## src/design/rta_pkg.sv

```systemverilog
package rta_pkg;

  // ----------------------------------------------------------------
  // Widths
  // ----------------------------------------------------------------
  localparam int PRE_W = 6;
  localparam int PRE_DIV = 64;
  localparam int DIV_W = 20;
  localparam int CNT_W = 32;
  localparam int CYC_W = 16;
  localparam int EVT_W = 3;
  localparam int ADDR_W = 4;

  // ----------------------------------------------------------------
  // Register word indexes (byte address = 4 * index)
  // ----------------------------------------------------------------
  localparam logic [ADDR_W-1:0] REG_CTRL = 4'h0;
  localparam logic [ADDR_W-1:0] REG_PERIOD = 4'h1;
  localparam logic [ADDR_W-1:0] REG_DIVIDER = 4'h2;
  localparam logic [ADDR_W-1:0] REG_COUNT = 4'h3;
  localparam logic [ADDR_W-1:0] REG_ALARM = 4'h4;
  localparam logic [ADDR_W-1:0] REG_CYCLE = 4'h5;
  localparam logic [ADDR_W-1:0] REG_STATUS = 4'h6;
  localparam logic [ADDR_W-1:0] REG_CLEAR = 4'h7;
  localparam logic [ADDR_W-1:0] REG_ENABLE = 4'h8;
  localparam logic [ADDR_W-1:0] REG_SYSSTAT = 4'h9;

  // ----------------------------------------------------------------
  // Field positions
  // ----------------------------------------------------------------
  localparam int CTRL_EN = 0;
  localparam int CTRL_OSCOFF = 1;
  localparam int CTRL_RUNLP = 2;
  localparam int CTRL_PDWAKE = 3;
  localparam int CTRL_W = 4;
  localparam int EVT_TICK = 0;
  localparam int EVT_CYCLE = 1;
  localparam int EVT_ALARM = 2;

  // ----------------------------------------------------------------
  // Reset values
  // ----------------------------------------------------------------
  localparam logic [CTRL_W-1:0] CTRL_RST = 4'h0;
  localparam logic [31:0] PERIOD_RST = 32'h0000_0000;
  localparam logic [31:0] WORD_ZERO = 32'h0000_0000;

  // ----------------------------------------------------------------
  // Oscillator selection after reset
  // ----------------------------------------------------------------
  typedef enum logic [1:0] {
    SEL_SYNC1 = 2'h0,
    SEL_SYNC2 = 2'h1,
    SEL_LATCH = 2'h3,
    SEL_DONE = 2'h2
  } rta_sel_type;

endpackage : rta_pkg

```

## src/design/rta_sync.sv

```systemverilog
`timescale 1ns/1ns
module rta_sync (
  input wire logic core_clk,
  input wire logic sys_rst,
  input wire logic din,
  output logic dout
);

  logic meta;

  // ----------------------------------------------------------------
  // Two-stage synchroniser
  // ----------------------------------------------------------------
  always_ff @(posedge core_clk or posedge sys_rst) begin
    if (sys_rst) begin
      meta <= 1'b0;
      dout <= 1'b0;
    end else begin
      meta <= din;
      dout <= meta;
    end
  end

endmodule : rta_sync

```

## src/design/rta_prescale.sv

```systemverilog
`timescale 1ns/1ns
module rta_prescale #(
  parameter int W = rta_pkg::PRE_W
) (
  input wire logic core_clk,
  input wire logic sys_rst,
  input wire logic run,
  output logic [W-1:0] phase,
  output logic pulse
);

  if (W < 1) begin : g_chk
    $error("rta_prescale: width must be at least one");
  end

  // ----------------------------------------------------------------
  // Fixed divide stage
  // ----------------------------------------------------------------
  wire wrap = run && (phase == {W{1'b1}});

  always_ff @(posedge core_clk or posedge sys_rst) begin
    if (sys_rst) begin
      phase <= '0;
      pulse <= 1'b0;
    end else begin
      if (run) begin
        phase <= phase + W'(1);
      end
      pulse <= wrap;
    end
  end

endmodule : rta_prescale

```

## src/design/rta_core.sv

```systemverilog
`timescale 1ns/1ns
module rta_core #(
  parameter int DIV_W = rta_pkg::DIV_W,
  parameter int CNT_W = rta_pkg::CNT_W,
  parameter int CYC_W = rta_pkg::CYC_W
) (
  input wire logic core_clk,
  input wire logic sys_rst,
  input wire logic [rta_pkg::ADDR_W-1:0] address,
  input wire logic read,
  input wire logic write,
  input wire logic [31:0] writedata,
  output logic [31:0] readdata,
  output logic waitrequest,
  input wire logic idleMode,
  input wire logic powerdownMode,
  input wire logic lpOscPresent,
  output logic irq,
  output logic tickReq,
  output logic cycleReq,
  output logic alarmReq,
  output logic wakeReq,
  output logic mainOscOff,
  output logic lpOscOff,
  output logic lowPowerSel
);

  localparam int EW = rta_pkg::EVT_W;

  if (DIV_W + rta_pkg::PRE_W > 32 || DIV_W < 1) begin : g_chk_div
    $error("rta_core: divider width out of range");
  end
  if (CNT_W > 32 || CNT_W < 1 || CYC_W > 32 || CYC_W < 1) begin : g_chk_cnt
    $error("rta_core: counter width out of range");
  end

  function automatic logic hit(
    input logic [rta_pkg::ADDR_W-1:0] a,
    input logic [rta_pkg::ADDR_W-1:0] idx
  );
    hit = (a == idx);
  endfunction : hit

  // ----------------------------------------------------------------
  // State
  // ----------------------------------------------------------------
  logic [rta_pkg::CTRL_W-1:0] ctrl;
  logic [DIV_W-1:0] period;
  logic [DIV_W-1:0] div;
  logic [CNT_W-1:0] count;
  logic [CNT_W-1:0] alarm;
  logic [CYC_W-1:0] cycN;
  logic [CYC_W-1:0] cycCnt;
  logic [EW-1:0] status;
  logic [EW-1:0] irqEn;
  rta_pkg::rta_sel_type selState;
  logic [rta_pkg::PRE_W-1:0] prePhase;
  logic prePulse;
  logic lpDet;

  // ----------------------------------------------------------------
  // Bus decode
  // ----------------------------------------------------------------
  // Two-cycle answer: read data fetched at the first edge, write
  // applied at the edge where the master sees waitrequest low.
  wire rdTake = read && waitrequest;
  wire wrDo = write && !waitrequest;
  wire wrCtrl = wrDo && hit(address, rta_pkg::REG_CTRL);
  wire wrPeriod = wrDo && hit(address, rta_pkg::REG_PERIOD);
  wire wrCount = wrDo && hit(address, rta_pkg::REG_COUNT);
  wire wrAlarm = wrDo && hit(address, rta_pkg::REG_ALARM);
  wire wrCycle = wrDo && hit(address, rta_pkg::REG_CYCLE);
  wire wrClear = wrDo && hit(address, rta_pkg::REG_CLEAR);
  wire wrEnable = wrDo && hit(address, rta_pkg::REG_ENABLE);

  // ----------------------------------------------------------------
  // Counting chain
  // ----------------------------------------------------------------
  wire lowPwr = idleMode || powerdownMode;
  wire pdOscStop = powerdownMode && ctrl[rta_pkg::CTRL_OSCOFF];
  wire countRun = ctrl[rta_pkg::CTRL_EN]
                  && (!lowPwr || ctrl[rta_pkg::CTRL_RUNLP]) && !pdOscStop;
  wire divZero = (div == '0);
  wire tick = prePulse && countRun && divZero;
  wire [CNT_W-1:0] countInc = count + CNT_W'(1);
  wire [CYC_W-1:0] cycInc = cycCnt + CYC_W'(1);
  wire cycHit = tick && (cycN != '0) && (cycInc == cycN);
  wire alarmHit = tick && !wrCount && (countInc == alarm);
  wire [EW-1:0] evt = {alarmHit, cycHit, tick};

  wire [DIV_W-1:0] next_div = divZero ? period : div - DIV_W'(1);
  wire [CNT_W-1:0] next_count = wrCount ? writedata[CNT_W-1:0]
                              : tick ? countInc : count;
  // Restart on a new n and park while off, so a stale count never skips a hit
  wire cycRestart = wrCycle || (cycN == '0);
  wire [CYC_W-1:0] next_cycCnt = cycRestart ? '0
                               : (!tick) ? cycCnt
                               : cycHit ? '0 : cycInc;

  // ----------------------------------------------------------------
  // Flags and interrupt
  // ----------------------------------------------------------------
  wire [EW-1:0] clrMask = wrClear ? writedata[EW-1:0] : '0;
  // Hardware set wins over a simultaneous software clear
  wire [EW-1:0] next_status = (status & ~clrMask) | evt;
  wire anyPend = |(status & irqEn);

  // ----------------------------------------------------------------
  // Oscillator control
  // ----------------------------------------------------------------
  wire blockOn = ctrl[rta_pkg::CTRL_EN];
  wire next_mainOscOff = powerdownMode
       && (lowPowerSel || !blockOn || ctrl[rta_pkg::CTRL_OSCOFF]);
  wire next_lpOscOff = powerdownMode
       && (!blockOn || (ctrl[rta_pkg::CTRL_OSCOFF] && lowPowerSel));
  wire next_wakeReq = powerdownMode && ctrl[rta_pkg::CTRL_PDWAKE]
                      && |(evt & irqEn);

  // ----------------------------------------------------------------
  // Read selection
  // ----------------------------------------------------------------
  // Divider word plus counter word give the 58-bit long timer
  wire [31:0] divWord = 32'({prePhase, div});
  wire [31:0] sysWord = 32'({powerdownMode, lpOscOff, mainOscOff, lowPowerSel,
                             selState == rta_pkg::SEL_DONE});
  wire [31:0] rdMux =
      hit(address, rta_pkg::REG_CTRL) ? 32'(ctrl) :
      hit(address, rta_pkg::REG_PERIOD) ? 32'(period) :
      hit(address, rta_pkg::REG_DIVIDER) ? divWord :
      hit(address, rta_pkg::REG_COUNT) ? 32'(count) :
      hit(address, rta_pkg::REG_ALARM) ? 32'(alarm) :
      hit(address, rta_pkg::REG_CYCLE) ? 32'(cycN) :
      hit(address, rta_pkg::REG_STATUS) ? 32'(status) :
      hit(address, rta_pkg::REG_ENABLE) ? 32'(irqEn) :
      hit(address, rta_pkg::REG_SYSSTAT) ? sysWord :
      rta_pkg::WORD_ZERO;

  // ----------------------------------------------------------------
  // Sub-blocks
  // ----------------------------------------------------------------
  rta_prescale #(
    .W(rta_pkg::PRE_W)
  ) u_pre (
    .core_clk(core_clk),
    .sys_rst(sys_rst),
    .run(countRun),
    .phase(prePhase),
    .pulse(prePulse)
  );

  rta_sync u_sync (
    .core_clk(core_clk),
    .sys_rst(sys_rst),
    .din(lpOscPresent),
    .dout(lpDet)
  );

  // ----------------------------------------------------------------
  // Bus slave
  // ----------------------------------------------------------------
  always_ff @(posedge core_clk or posedge sys_rst) begin
    if (sys_rst) begin
      waitrequest <= 1'b1;
      readdata <= rta_pkg::WORD_ZERO;
    end else begin
      waitrequest <= !((read || write) && waitrequest);
      if (rdTake) begin
        readdata <= rdMux;
      end
    end
  end

  // ----------------------------------------------------------------
  // Software registers
  // ----------------------------------------------------------------
  always_ff @(posedge core_clk or posedge sys_rst) begin
    if (sys_rst) begin
      ctrl <= rta_pkg::CTRL_RST;
      period <= rta_pkg::PERIOD_RST[DIV_W-1:0];
      alarm <= '0;
      cycN <= '0;
      irqEn <= '0;
    end else begin
      if (wrCtrl) ctrl <= writedata[rta_pkg::CTRL_W-1:0];
      if (wrPeriod) period <= writedata[DIV_W-1:0];
      if (wrAlarm) alarm <= writedata[CNT_W-1:0];
      if (wrCycle) cycN <= writedata[CYC_W-1:0];
      if (wrEnable) irqEn <= writedata[EW-1:0];
    end
  end

  // ----------------------------------------------------------------
  // Divider, counter, cycle counter
  // ----------------------------------------------------------------
  always_ff @(posedge core_clk or posedge sys_rst) begin
    if (sys_rst) begin
      div <= '0;
      count <= '0;
      cycCnt <= '0;
    end else begin
      if (prePulse && countRun) div <= next_div;
      count <= next_count;
      cycCnt <= next_cycCnt;
    end
  end

  // ----------------------------------------------------------------
  // Events and requests
  // ----------------------------------------------------------------
  always_ff @(posedge core_clk or posedge sys_rst) begin
    if (sys_rst) begin
      status <= '0;
      irq <= 1'b0;
      tickReq <= 1'b0;
      cycleReq <= 1'b0;
      alarmReq <= 1'b0;
      wakeReq <= 1'b0;
    end else begin
      status <= next_status;
      irq <= anyPend;
      tickReq <= tick && irqEn[rta_pkg::EVT_TICK];
      cycleReq <= cycHit && irqEn[rta_pkg::EVT_CYCLE];
      alarmReq <= alarmHit && irqEn[rta_pkg::EVT_ALARM];
      wakeReq <= next_wakeReq;
    end
  end

  // ----------------------------------------------------------------
  // Oscillator selection and shutdown
  // ----------------------------------------------------------------
  // Detect pin is sampled only after the synchroniser has filled
  always_ff @(posedge core_clk or posedge sys_rst) begin
    if (sys_rst) begin
      selState <= rta_pkg::SEL_SYNC1;
      lowPowerSel <= 1'b0;
      mainOscOff <= 1'b0;
      lpOscOff <= 1'b0;
    end else begin
      unique case (selState)
        rta_pkg::SEL_SYNC1: selState <= rta_pkg::SEL_SYNC2;
        rta_pkg::SEL_SYNC2: selState <= rta_pkg::SEL_LATCH;
        rta_pkg::SEL_LATCH: begin
          lowPowerSel <= lpDet;
          selState <= rta_pkg::SEL_DONE;
        end
        rta_pkg::SEL_DONE: selState <= rta_pkg::SEL_DONE;
      endcase
      mainOscOff <= next_mainOscOff;
      lpOscOff <= next_lpOscOff;
    end
  end
endmodule : rta_core

```

## config.mk

```make
export PLATFORM = sky130hd
export DESIGN_NAME = rta_core
export DESIGN_NICKNAME = d
export VERILOG_FILES = /design/src/design/rta_pkg.sv /design/src/design/rta_sync.sv /design/src/design/rta_prescale.sv /design/src/design/rta_core.sv
export SDC_FILE = /design/constraint.sdc
export NUM_CORES = 1
export LEC_CHECK = 0
export ABC_AREA = 1
export BUFFER_PORTS_ARGS = -buffer_cell sky130_fd_sc_hd__buf_2
export CAP_MARGIN = 20
export CORE_MARGIN = 2
export CORE_UTILIZATION = 42
export CTS_BUF_LIST = sky130_fd_sc_hd__clkbuf_16
export DETAILED_ROUTE_END_ITERATION = 6
export GPL_TIMING_DRIVEN = 0
export PLACE_DENSITY = 0.55
export SYNTH_ARGS = -nofsm -noshare
export SYNTH_HDL_FRONTEND = slang
export SYNTH_SLANG_ARGS = --single-unit
```

## constraint.sdc

```tcl
create_clock -name core_clk -period 10.9 [get_ports core_clk]
set_input_delay 2.18 -clock core_clk [delete_from_list [all_inputs] [get_ports core_clk]]
set_output_delay 2.18 -clock core_clk [all_outputs]
set_load 0.01 [all_outputs]
```

After elaboration in Yosys (flattened, before gate mapping)
Index checks and enable logic that the tools add are counted.
{"block": "word_totals", "input_bits": 43, "register_bits": 198, "wordCells": 116, "output_inout_bits": 41}
{"block": "op_classes", "muxes": 17, "reduce_logical": 51, "n_eq_ne": 15, "add_sub_neg": 4, "bitwise_logic": 5}
{"operator": "$mux W32", "count": 7}
{"operator": "$mux W16", "count": 4}
{"operator": "$add A32 B1 Y32 const B", "count": 1}
{"operator": "$eq A32 B32 Y1", "count": 1}
{"operator": "$logic_and A1 B1 Y1", "count": 28}
{"operator": "$logic_not A20 Y1", "count": 1}
{"operator": "$mux W20", "count": 1}
{"operator": "$sub A20 B1 Y20 const B", "count": 1}
{"operator": "$add A16 B1 Y16 const B", "count": 1}
{"operator": "$eq A16 B16 Y1", "count": 1}
{"operator": "$eq A4 B3 Y1 const B", "count": 4}
{"operator": "$logic_not A16 Y1", "count": 1}
{"operator": "$reduce_bool A16 Y1", "count": 1}
{"operator": "$mux W5", "count": 3}
{"operator": "$and A3 B3 Y3", "count": 3}
{"operator": "$eq A4 B2 Y1 const B", "count": 2}
{"operator": "$eq A4 B4 Y1 const B", "count": 2}
{"operator": "$logic_or A1 B1 Y1", "count": 7}
{"operator": "$add A6 B1 Y6 const B", "count": 1}
{"operator": "$eq A6 B6 Y1 const B", "count": 1}
{"operator": "$logic_not A1 Y1", "count": 6}
{"operator": "$pmux W2 S3", "count": 1}
{"operator": "$reduce_or A3 Y1", "count": 2}
{"operator": "$eq A2 B2 Y1 const B", "count": 2}
{"operator": "other kinds (9)", "count": 10}

Depth between registers and ports, before layout
Gate-level depths: netlist (run 1).
{"block": "depth", "ltp_word": 12, "ltp_mapped": 18, "mapped_depth_nobuf": 18}

By module
From an unflattened synthesis (run 1), not the netlist that was laid out.
{"block": "unflattened", "hier_cells": 1478, "area_unflattened_um2": 11278.3}
{"module": "rta_core", "seq_area_each_um2": 4730.8, "area_per_inst_um2": 10896.7, "cells_per_inst": 1440, "instances": 1}
{"module": "rta_prescale", "seq_area_each_um2": 175.2, "area_per_inst_um2": 327.8, "cells_per_inst": 35, "instances": 1}
{"module": "rta_sync", "seq_area_each_um2": 50.0, "area_per_inst_um2": 53.8, "cells_per_inst": 3, "instances": 1}

Worst setup path after synthesis (run 1)
Ideal clock, no wire load.
{"block": "synth_path", "kind": "input port to flip-flop", "from": "input port powerdownMode", "to": "register cycCnt[8]", "arrival_time_ns": 3.557, "setup_time_ns": 0.126, "t_required_ns": 10.774, "stages": 14, "setup_slack_ns": 7.217, "path_cell_list": "nand2_1 nand2_1 nand2_1 nand2_2 nor2_4 nand3_1 nor2_1 nand3_1 nor2_1 nand4_1 nor2_2 nand3_4 nand3_4 o21ai_2"}
{"block": "synth_via", "elab_chain_cells": 12, "elab_cells_between_ends": 15, "classes_between": "mux (3); reduce/logical (12)"}
{"element": "from (decl)", "line_no": "rta_core.sv:16", "rtl": "input wire logic powerdownMode,"}
{"element": "$logic_or A1 B1 Y1", "line_no": "rta_core.sv:79", "rtl": "wire lowPwr = idleMode || powerdownMode;"}
{"element": "$logic_not A1 Y1", "line_no": "rta_core.sv:82", "rtl": "&& (!lowPwr || ctrl[rta_pkg::CTRL_RUNLP]) && !pdOscStop;"}
{"element": "$logic_or A1 B1 Y1", "line_no": "rta_core.sv:82"}
{"element": "$logic_and A1 B1 Y1", "line_no": "rta_core.sv:82"}
{"element": "$logic_and A1 B1 Y1 *", "line_no": "rta_core.sv:82"}
{"element": "$logic_and A1 B1 Y1 * (2 in a row)", "line_no": "rta_core.sv:84", "rtl": "wire tick = prePulse && countRun && divZero;"}
{"element": "$logic_and A1 B1 Y1 (2 in a row)", "line_no": "rta_core.sv:87", "rtl": "wire cycHit = tick && (cycN != '0) && (cycInc == cycN);"}
{"element": "$mux W16", "line_no": "rta_core.sv:98", "rtl": ": cycHit ? '0 : cycInc;"}
{"element": "$mux W16", "line_no": "rta_core.sv:97", "rtl": ": (!tick) ? cycCnt"}
{"element": "$mux W16", "line_no": "rta_core.sv:96", "rtl": "wire [CYC_W-1:0] next_cycCnt = cycRestart ? '0"}
{"element": "to (signal assigned)", "line_no": "rta_core.sv:203", "rtl": "cycCnt <= next_cycCnt;"}
{"element": "to (decl)", "line_no": "rta_core.sv:53", "rtl": "logic [CYC_W-1:0] cycCnt;"}
Mark *: on every way between the ends. The rest lies on a longest branch, timed or not. The select of a mux whose other input is x is not followed.
A chain may end at the register's enable or synchronous reset.

Final worst setup path (run 1)
{"block": "layout_path", "from": "input port address[3] (netlist name)", "to": "register count[2]"}
{"block": "layout_via", "elab_chain_cells": 3, "elab_cells_between_ends": 4, "classes_between": "eq/ne (1); mux (1); reduce/logical (2)"}
{"element": "from (decl)", "line_no": "rta_core.sv:9", "rtl": "input wire logic [rta_pkg::ADDR_W-1:0] address,"}
{"element": "$eq A4 B2 Y1 *", "line_no": "rta_core.sv:41", "rtl": "hit = (a == idx);"}
{"element": "$logic_and A1 B1 Y1 *", "line_no": "rta_core.sv:70", "rtl": "wire wrCount = wrDo && hit(address, rta_pkg::REG_COUNT);"}
{"element": "$mux W32 / $reduce_bool A2 Y1 (equally long branches)"}
{"element": "to (signal assigned)", "line_no": "rta_core.sv:202", "rtl": "count <= next_count;"}
{"element": "to (decl)", "line_no": "rta_core.sv:50", "rtl": "logic [CNT_W-1:0] count;"}
Mark *: on every way between the ends. The rest lies on a longest branch, timed or not.

==> reports/qor.csv, run 1 <==
metric,value,unit
clk_latency,0.46,ns
ir_drop,0.0000911,V
hp-class,reg -> reg,
grt_max_degree,106,
drv_cap,0,
antenna_cells,0,
synthCells,1528,
core,26800,sq um
grt_pass1_wl,61300,microns
grtUsageTotal,28.5,%
syn_nets,1575,
p_sw,762,uW
synthTopCellsByArea,"dfrtp_1, nand2_1, o21ai_0",
hold_viol_final,0,
cts_tree,built,
cts.sinks,198,
wire_per_inst,20.1,microns
start_util,42.5,%
ctsResizeCount,0,
fin_crit_sh,41.3,%
seqPwrFrac,46.0,%
clockBufferDepth,2,
synth.avg_cell_area,7.45,sq um
dpl_worst_slack,5.99,ns
crit_arrival,4.79,ns
finalSetupTns,0,ns
netlist.area_leader.share,43.3,%
worst_setup_path_start_kind,input pin,
antenna_found_initial,1,
via_per_inst,5.52,
port_buffers,83,
status,completed,
total_power,2.08,mW
setup_viol,0,
combinationalPowerShare,22.2,%
p_leak,6.19,nW
fin_skew,0.0139,ns
rows,60,
drc,0,
ys_seq_elements,198,
worst_slew_pin_slew,0.874,ns
syn2layout_area_growth,13.0,%
max_freq,222,MHz
ys_types,54,
cts_setup_buffers,0,
numCtsBuffers,17,
synthFlopType,dfrtp_1,
final_nets,1678,
antenna_left,0,
final_cell_mix,"nand2_1, dfrtp_1, inv_1",
fin_crit,4.50,ns
setup_ws,6.40,ns
clock_power_share,31.8,%
whs,0.358,ns
multiInputGateArea,5480,sq um
slew_violations,0,
place.gp.congestion,0.950,
crit_path_end_kind,flip-flop,
die_h,169,microns
powerDensity,162,nW/um^2
rsz0062_at_grt,no,
drive_gt1_share,13.0,%
ys_seq_area_share,43.5,%
fp.dieArea,28400,sq um
synth_edf_count,0,
yosysTopAreaCell,dfrtp_1,
fin_util,48.0,%
register_area,4960,sq um
cts_hold_buf,0,
ys_warn_count,0,
wl,39800,microns
crit_type,in -> reg,
final_common_cell,nand2_1,
grt_pass1_vias,10400,
first_pass_iters,5,
required,11.19,ns
drtIter0Drc,941,
internal_power,1.32,mW
htree_num_levels,4,
clk_pin_slew,0.08,ns
io_pins,84,
die_w,169,microns
grt_overflow_total,0,
root_buffer,clkbuf_16,
critPathMaxStageDelay,0.66,ns
fill_cells,2725,
syn_area,11400,sq um
cp_max_fo,10,
dp_hpwl,30700,microns
max_slew_margin,41.8,%
slowest_stage,nor2_1,
crit_chain,"buf_2, inv_1, nand2_2, nor2_1, nand2_1, nand4_2, clkbuf_1, o221ai_1",
ys_async_sr_fraction,100,%
via_count,10900,
swShare,36.6,%
## cell usage after synthesis (7+ instances only)
library cell	count
nand4_1	25
o21ai_2	11
a21oi_1	26
inv_1	182
o22ai_1	19
o21ai_0	159
nand3_1	107
xor2_1	21
nor2_1	95
nor2_2	15
nor3_1	21
o221ai_1	35
o211ai_1	16
nor3_2	7
nand2_1	445
inv_2	13
clkbuf_1	39
dfrtp_1	197
nand2_2	16
## registers in the layout, indices dropped and copies added (netlist names), 2 cells and up
signal	cells
alarm	32
count	32
readdata	32
div	20
period	20
cycCnt	16
cycN	16
u_pre.phase	6
ctrl	4
irqEn	3
status	3
selState	2
## critical path, delay by kind of cell
family,cells,cell delay [ns]
and+or+nand+nor,4,1.61
AOI/OAI and AO/OA,1,0.22
buffers and inverters,3,0.76
## routing by layer
layer	wire length [microns]	track usage, %
met5	9	0
met1	18200	39.9
met2	18200	45.4
met3	2300	5.00
met4	1070	8.58
## layout make-up
class                           count  share of cell area, %
Tap cell                          341                   3.32
Multi-Input combinational cell   1084                   42.6
Clock buffer                       17                   3.31
Timing Repair Buffer               84                   3.44
Clock inverter                     15                   1.38
Inverter                          197                   5.81
Sequential cell                   198                   38.5
Buffer                             49                   1.63
## power groups by stage
| stage | clock network, mW | logic, mW | registers [mW] |
|---|---|---|---|
| floorplan | 0 | 0.318 | 0.942 |
| finish | 0.662 | 0.463 | 0.957 |
| detailed placement | 0 | 0.459 | 0.967 |
| global route | 0.697 | 0.524 | 0.972 |
| CTS | 0.672 | 0.462 | 0.954 |
| global placement | 0 | 0.451 | 0.967 |
## path summary, 6_finish.rpt
kind | start | endpoint | slack, ns | cells past startpoint
hold / removal | u_sync.meta | u_sync.dout | 0.36 | 0
setup reg to reg | div[0] | wakeReq | 7.89 | 16
min in group asynchronous | sys_rst | u_sync.meta | 1.86 | 2
max in group asynchronous | sys_rst | div[17] | 8.09 | 3
setup / recovery | address[3] | count[2] | 6.40 | 8
hold reg to reg | u_sync.meta | u_sync.dout | 0.36 | 0
## stage by stage
step / std cells / instance area (sq um)
2_1_floorplan: 1528 / 11400
3_3_place_gp: 1952 / 12200
3_5_place_dp: 1953 / 12300
4_1_cts: 1985 / 12900
5_1_grt: 1985 / 12900
6_report: 1985 / 12900
## cell families after synthesis
| kind of cell | share of synthesized area [%] |
|---|---|
| multiplexers | 0.0989 |
| flip-flops | 43.5 |
| adder cells (fa/ha/maj) | 0.440 |
| AO/OA/AOI/OAI | 16.0 |
| AND/OR/NAND/NOR | 29.2 |
| XOR/XNOR | 2.40 |
| buffers and inverters | 8.35 |
No activity file was read; power rests on OpenSTA's default activity.
==> inputs of run 2 (changes only) <==
==> constraint.sdc (replaced) <==
create_clock -name core_clk -period 4.35 [get_ports core_clk]
set_input_delay 0.87 -clock core_clk [delete_from_list [all_inputs] [get_ports core_clk]]
set_output_delay 0.87 -clock core_clk [all_outputs]
set_load 0.01 [all_outputs]
==> run 2 against run 1 <==
Compared with the run above: sequential cell count did not move; first-iteration DRC count is 3.4% lower; combinational power increased to 2.5 times the previous value; highest routed layer is now met4; sequential power grew to 2.5 times the previous value.
==> reports/qor.csv, run 2 (synthesized netlist as in run 1, its figures left out) <==
metric,value,unit,change
status,completed,,
slew_violations,0,,unchanged
clk_latency,0.47,ns,about the same
root_buffer,clkbuf_16,,
use_met3,4.77,%,-0.23 points
grt.busiest_layer,met2,,
max_freq,318,MHz,
final_cell_mix,"nand2_1, dfrtp_1, inv_1",,
r2r_cells,17,,+1
antenna_cells,0,,unchanged
hold_end,u_sync.dout,,
grt_pass1_wl,61600,microns,+0.52%
p_leak,6.22,nW,+0.44%
powerDensity,405,nW/um^2,+150%
fp.dieArea,28400,sq um,unchanged
swShare,36.7,%,+0.17 points
hp-class,reg -> reg,,
cts_tree,built,,
start_util,42.5,%,unchanged
rows,60,,unchanged
r2r_end,wakeReq,,
drc,0,,unchanged
first_pass_iters,6,,+1
slowest_stage,nor2_1,,
cp_max_fo,10,,unchanged
fin_skew,0.0161,ns,+0.00220 ns
crit_type,in -> reg,,
syn2layout_area_growth,13.6,%,
final_nets,1682,,+0.24%
crit_chain,"buf_2, inv_1, nand2_2, nor2_1, nand2_1, nand4_2, clkbuf_1, o221ai_1",,
final_common_cell,nand2_1,,
wl,40100,microns,+0.56%
top_regs,"alarm: 32 flops, count: 32 flops, readdata: 32 flops",,
io_pins,84,,unchanged
combinationalPowerShare,22.2,%,about the same
p_sw,1.93,mW,+150%
cts_hold_buf,0,,unchanged
seqPwrFrac,45.9,%,about the same
grt_overflow_total,0,,unchanged
hold_viol_final,0,,unchanged
grtUsageTotal,28.6,%,+0.060 points
htree_num_levels,4,,unchanged
fin_crit_sh,72.4,%,
setup_viol,0,,unchanged
drtIter0Drc,909,,-3.4%
rsz0062_at_grt,no,,
crit_path_end_kind,flip-flop,,
die_w,169,microns,unchanged
die_h,169,microns,unchanged
use_met1,40.4,%,+0.52 points
worst_slew_pin_slew,0.907,ns,+0.0338 ns
ctsResizeCount,0,,unchanged
crit_arrival,3.46,ns,-1.33 ns
clockBufferDepth,2,,unchanged
wire_per_inst,20.1,microns,+0.36%
antenna_found_initial,0,,-1
max_slew_margin,39.3,%,-2.5 points
fin_crit,3.15,ns,
numCtsBuffers,17,,unchanged
timing.rr.start,count[1],,
hp-start,u_sync.meta,,
cts_setup_buffers,0,,unchanged
globalRouteMet2Util,45.9,%,+0.50 points
cpLargestDelayFamily,simple AND/OR/NAND/NOR gates,,
grt_pass1_vias,10400,,+0.44%
core,26800,sq um,unchanged
cts.sinks,198,,unchanged
grt_max_degree,41,,-61%
via_per_inst,5.48,,-0.67%
clock_power_share,31.9,%,about the same
internal_power,3.31,mW,+150%
place.gp.congestion,0.958,,+0.84%
ir_drop,0.000289,V,+220%
drive_gt1_share,13.2,%,+0.21 points
reg2reg_slack,1.29,ns,-6.60 ns
drv_cap,0,,unchanged
crit_buf_inv,3,,unchanged
required,4.66,ns,-6.53 ns
setup_ws,1.20,ns,-5.20 ns
dp_hpwl,31300,microns,+2.0%
whs_path_depth,0,,unchanged
port_buffers,83,,unchanged
critPathMaxStageDelay,0.67,ns,about the same
total_power,5.24,mW,+150%
antenna_left,0,,unchanged
via_count,10900,,-0.47%
clk_pin_slew,0.08,ns,about the same
worst_setup_path_start_kind,input pin,,
dpl_worst_slack,0.721,ns,-5.27 ns
## run 2: cell types whose count changed in the layout (fill, tap and decap cells not counted)
| cell | previous run | this run |
|---|---|---|
| inv_8 | 5 | 3 |
| buf_12 | 0 | 5 |
| clkinv_8 | 4 | 3 |
| clkinvlp_4 | 1 | 2 |
| inv_12 | 1 | 2 |
| buf_16 | 1 | 0 |
| inv_6 | 3 | 4 |
## run 2: worst max-delay path by stage
stage	slack, ns	cells after the start	endpoint	start
5_1_grt	1.03	8	count[23]	address[3]
2_1_floorplan	0.92	1	alarmReq	sys_rst
4_1_cts	1.19	8	count[17]	address[3]
3_3_place_gp	-0.56	2	readdata[10]	sys_rst
6_report	1.20	8	count[2]	address[3]
3_5_place_dp	0.72	8	count[17]	address[3]
## run 2: power groups by stage
stage	clock network, mW	logic (mW)	registers, mW
floorplan	0	0.798	2.36
global placement	0	1.13	2.43
detailed placement	0	1.16	2.43
CTS	1.68	1.16	2.40
global route	1.76	1.32	2.44
finish	1.67	1.16	2.40
## run 2: per-stage QoR
stage          hold slack, ns  setup TNS (ns)  utilization, %  cells  instance area (sq um)
2_1_floorplan           0.331               0               -   1528                  11400
5_1_grt                 0.384               0            48.3   1989                  12900
4_1_cts                 0.360               0            48.3   1989                  12900
3_5_place_dp            0.341               0            46.0   1957                  12300
6_report                0.358               0            48.3   1989                  12900
3_3_place_gp            0.335         -103.14            45.6   1952                  12200
## run 2: per-layer routing
layer	vias up	routed length, microns
met2	330	18500
met1	5257	18600
met3	42	2240
met5	-	0
li1	5269	-
met4	0	726
## run 2: layout make-up
class | instances | area [sq um]
plain buffers | 49 | 210
clock buffers | 17 | 425
clock inverters | 15 | 175
fillers | 2755 | 13900
inverters | 197 | 744
multi-input cells | 1084 | 5480
flip-flops and latches | 198 | 4960
well taps | 341 | 427
repair buffers | 88 | 515
==> inputs of run 3 (changes only) <==
==> constraint.sdc (replaced) <==
create_clock -name core_clk -period 2.9 [get_ports core_clk]
set_input_delay 0.58 -clock core_clk [delete_from_list [all_inputs] [get_ports core_clk]]
set_output_delay 0.58 -clock core_clk [all_outputs]
set_load 0.01 [all_outputs]
==> run 3 against run 2 <==
Compared with the run above: utilization grew 0.35 points; final area grew 0.72%; non-clock buffer count grew 4; register-to-register slack lost 1.1 ns; clock power grew 49%; sequential power grew 50%; via count grew 0.40%; power grew 50%; critical path type is now reg -> reg.
==> reports/qor.csv, run 3 (synthesized netlist as in run 1, its figures left out) <==
metric,value,unit,change
status,completed,,
worst-path-stages,17,,+9
internal_power,4.98,mW,+50%
cts_hold_buf,0,,unchanged
fp.dieArea,28400,sq um,unchanged
place.gp.congestion,0.958,,unchanged
slowest_stage,dfrtp_2,,
drtIter0Drc,985,,+8.4%
crit_path_end_kind,flip-flop,,
rows,60,,unchanged
drv_cap,0,,unchanged
root_buffer,clkbuf_16,,
multiInputGateArea,5540,sq um,+1.1%
via_per_inst,5.49,,+0.15%
die_w,169,microns,unchanged
p_leak,6.25,nW,+0.50%
dp_hpwl,31300,microns,unchanged
final_nets,1687,,+0.30%
timing.rr.start,count[1],,
seqPwrFrac,46.0,%,about the same
clock_power_share,31.7,%,-0.2 points
via_count,10900,,+0.40%
cpLargestDelayFamily,simple AND/OR/NAND/NOR gates,,
fin_skew,0.0170,ns,+0.000925 ns
clockBufferDepth,2,,unchanged
numCtsBuffers,17,,unchanged
antenna_cells,0,,unchanged
clk_pin_slew,0.08,ns,about the same
grt_pass1_wl,61600,microns,about the same
setup_viol,0,,unchanged
first_pass_iters,6,,unchanged
htree_num_levels,4,,unchanged
wire_per_inst,20.1,microns,-0.11%
register_area,4960,sq um,about the same
hold_viol_final,0,,unchanged
finalSetupTns,0,ns,unchanged
fin_cells,1994,,+0.25%
cts.sinks,198,,unchanged
grt_overflow_total,0,,unchanged
crit_type,reg -> reg,,
ir_drop,0.000426,V,+48%
rsz0062_at_grt,no,,
critPathMaxStageDelay,0.45,ns,-0.22 ns
required,3.30,ns,-1.36 ns
drc,0,,unchanged
grt_pass1_vias,10400,,-0.0096%
grtUsageTotal,28.6,%,about the same
dp.cells,1957,,unchanged
port_buffers,83,,unchanged
clk_latency,0.46,ns,about the same
crit_top_cell,nor2_1,,
top_regs,"alarm: 32 flops, count: 32 flops, readdata: 32 flops",,
swShare,36.6,%,-0.11 points
antenna_found_initial,0,,unchanged
die_h,169,microns,unchanged
antenna_left,0,,unchanged
cp_max_fo,7,,-3
fill_cells,2756,,+0.036%
whs_path_depth,1,,+1
crit_buf_inv,1,,-2
fin_util,48.6,%,+0.35 points
cts_tree,built,,
combinationalPowerShare,22.3,%,about the same
r2r_cells,17,,unchanged
fin_crit,2.76,ns,
worst_setup_path_start_kind,flip-flop,,
hp-start,lpOscPresent,,
drive_gt1_share,14.0,%,+0.81 points
start_util,42.5,%,unchanged
critical_path.startpoint,count[1],,
final_common_cell,nand2_1,,
max_slew_margin,42.6,%,+3.3 points
powerDensity,603,nW/um^2,+49%
crit_chain,"ha_4, nand3_2, clkinv_2, nand2_2, nor2_1, nand2_1, nand2_2, nor2_1, nor2_1, nand2_1, nor2_1, nand4_1, nor2_1, nand4_2, nor2_2, nor2_1, nor2_2",,
hp-class,in -> reg,,
wl,40100,microns,+0.14%
final_cell_mix,"nand2_1, dfrtp_1, inv_1",,
io_pins,84,,unchanged
slew_violations,0,,unchanged
grt_max_degree,41,,unchanged
core,26800,sq um,unchanged
syn2layout_area_growth,14.4,%,
worst_slew_pin_slew,0.861,ns,-0.0462 ns
crit_arrival,3.15,ns,-0.31 ns
max_freq,363,MHz,
p_sw,2.88,mW,+50%
fin_crit_sh,95.0,%,
-- run 3: power groups by stage --
stage | clock, mW | sequential (mW) | combinational, mW
after CTS | 2.52 | 3.59 | 1.74
after global placement | 0 | 3.64 | 1.70
after floorplan | 0 | 3.54 | 1.20
final | 2.49 | 3.61 | 1.75
after detailed placement | 0 | 3.64 | 1.73
after global routing | 2.64 | 3.67 | 1.98
-- run 3: layout make-up --
| type | count | area share, % |
|---|---|---|
| inverter | 197 | 5.72 |
| buffer | 49 | 1.63 |
| timing repair buffer | 92 | 4.19 |
| multi-input combinational | 1085 | 42.5 |
| sequential | 198 | 38.1 |
| clock buffer | 17 | 3.27 |
| clock inverter | 15 | 1.34 |
| tap | 341 | 3.28 |
-- run 3: final timing paths --
| check | slack, ns | endpoint |
|---|---|---|
| max reg2reg | 0.14 | wakeReq |
| min in group asynchronous | 0.24 | alarm[0] |
| min reg2reg | 0.36 | u_sync.dout |
| min | 0.22 | u_sync.meta |
| max | 0.14 | wakeReq |
| max in group asynchronous | 1.76 | readdata[15] |
-- run 3: worst reg2reg max path: stages (launching register included) --
cell and delay, ns:
dfrtp_2 0.45, ha_4 0.22, nand3_2 0.18, clkinv_2 0.17, nand2_2 0.08, nor2_1 0.24
nand2_1 0.11, nand2_2 0.09, nor2_1 0.04, nor2_1 0.10, nand2_1 0.06, nor2_1 0.16
nand4_1 0.14, nor2_1 0.15, nand4_2 0.22, nor2_2 0.16, nor2_1 0.06, nor2_2 0.07
-- run 3: through the flow --
stage	total power, mW	setup slack [ns]	cell area (sq um)	hold slack (ns)
after detailed placement	5.38	-0.439	12300	0.341
final	7.86	0.144	13000	0.222
after global placement	5.34	-1.72	12200	0.335
after floorplan	4.74	-0.240	11400	0.331
after CTS	7.86	0.0307	12900	0.215
after global routing	8.29	0.00945	13000	0.208
-- run 3: what timing repair did --
item | CTS | global route
buffers inserted | 0 | 4
setup endpoints to repair | 1 | 56
gates resized for setup | 2 | 12
cloned | 0 | 1
pin swaps | 0 | 1
-- run 3: metal layers --
| metal | vias up | wire length, microns | global-route usage, % |
|---|---|---|---|
| met1 | 5253 | 18600 | 40.5 |
| met3 | 42 | 2370 | 4.72 |
| met2 | 362 | 18500 | 46.0 |
| li1 | 5285 | - | - |
| met4 | 0 | 703 | 6.97 |
| met5 | - | 0 | 0 |
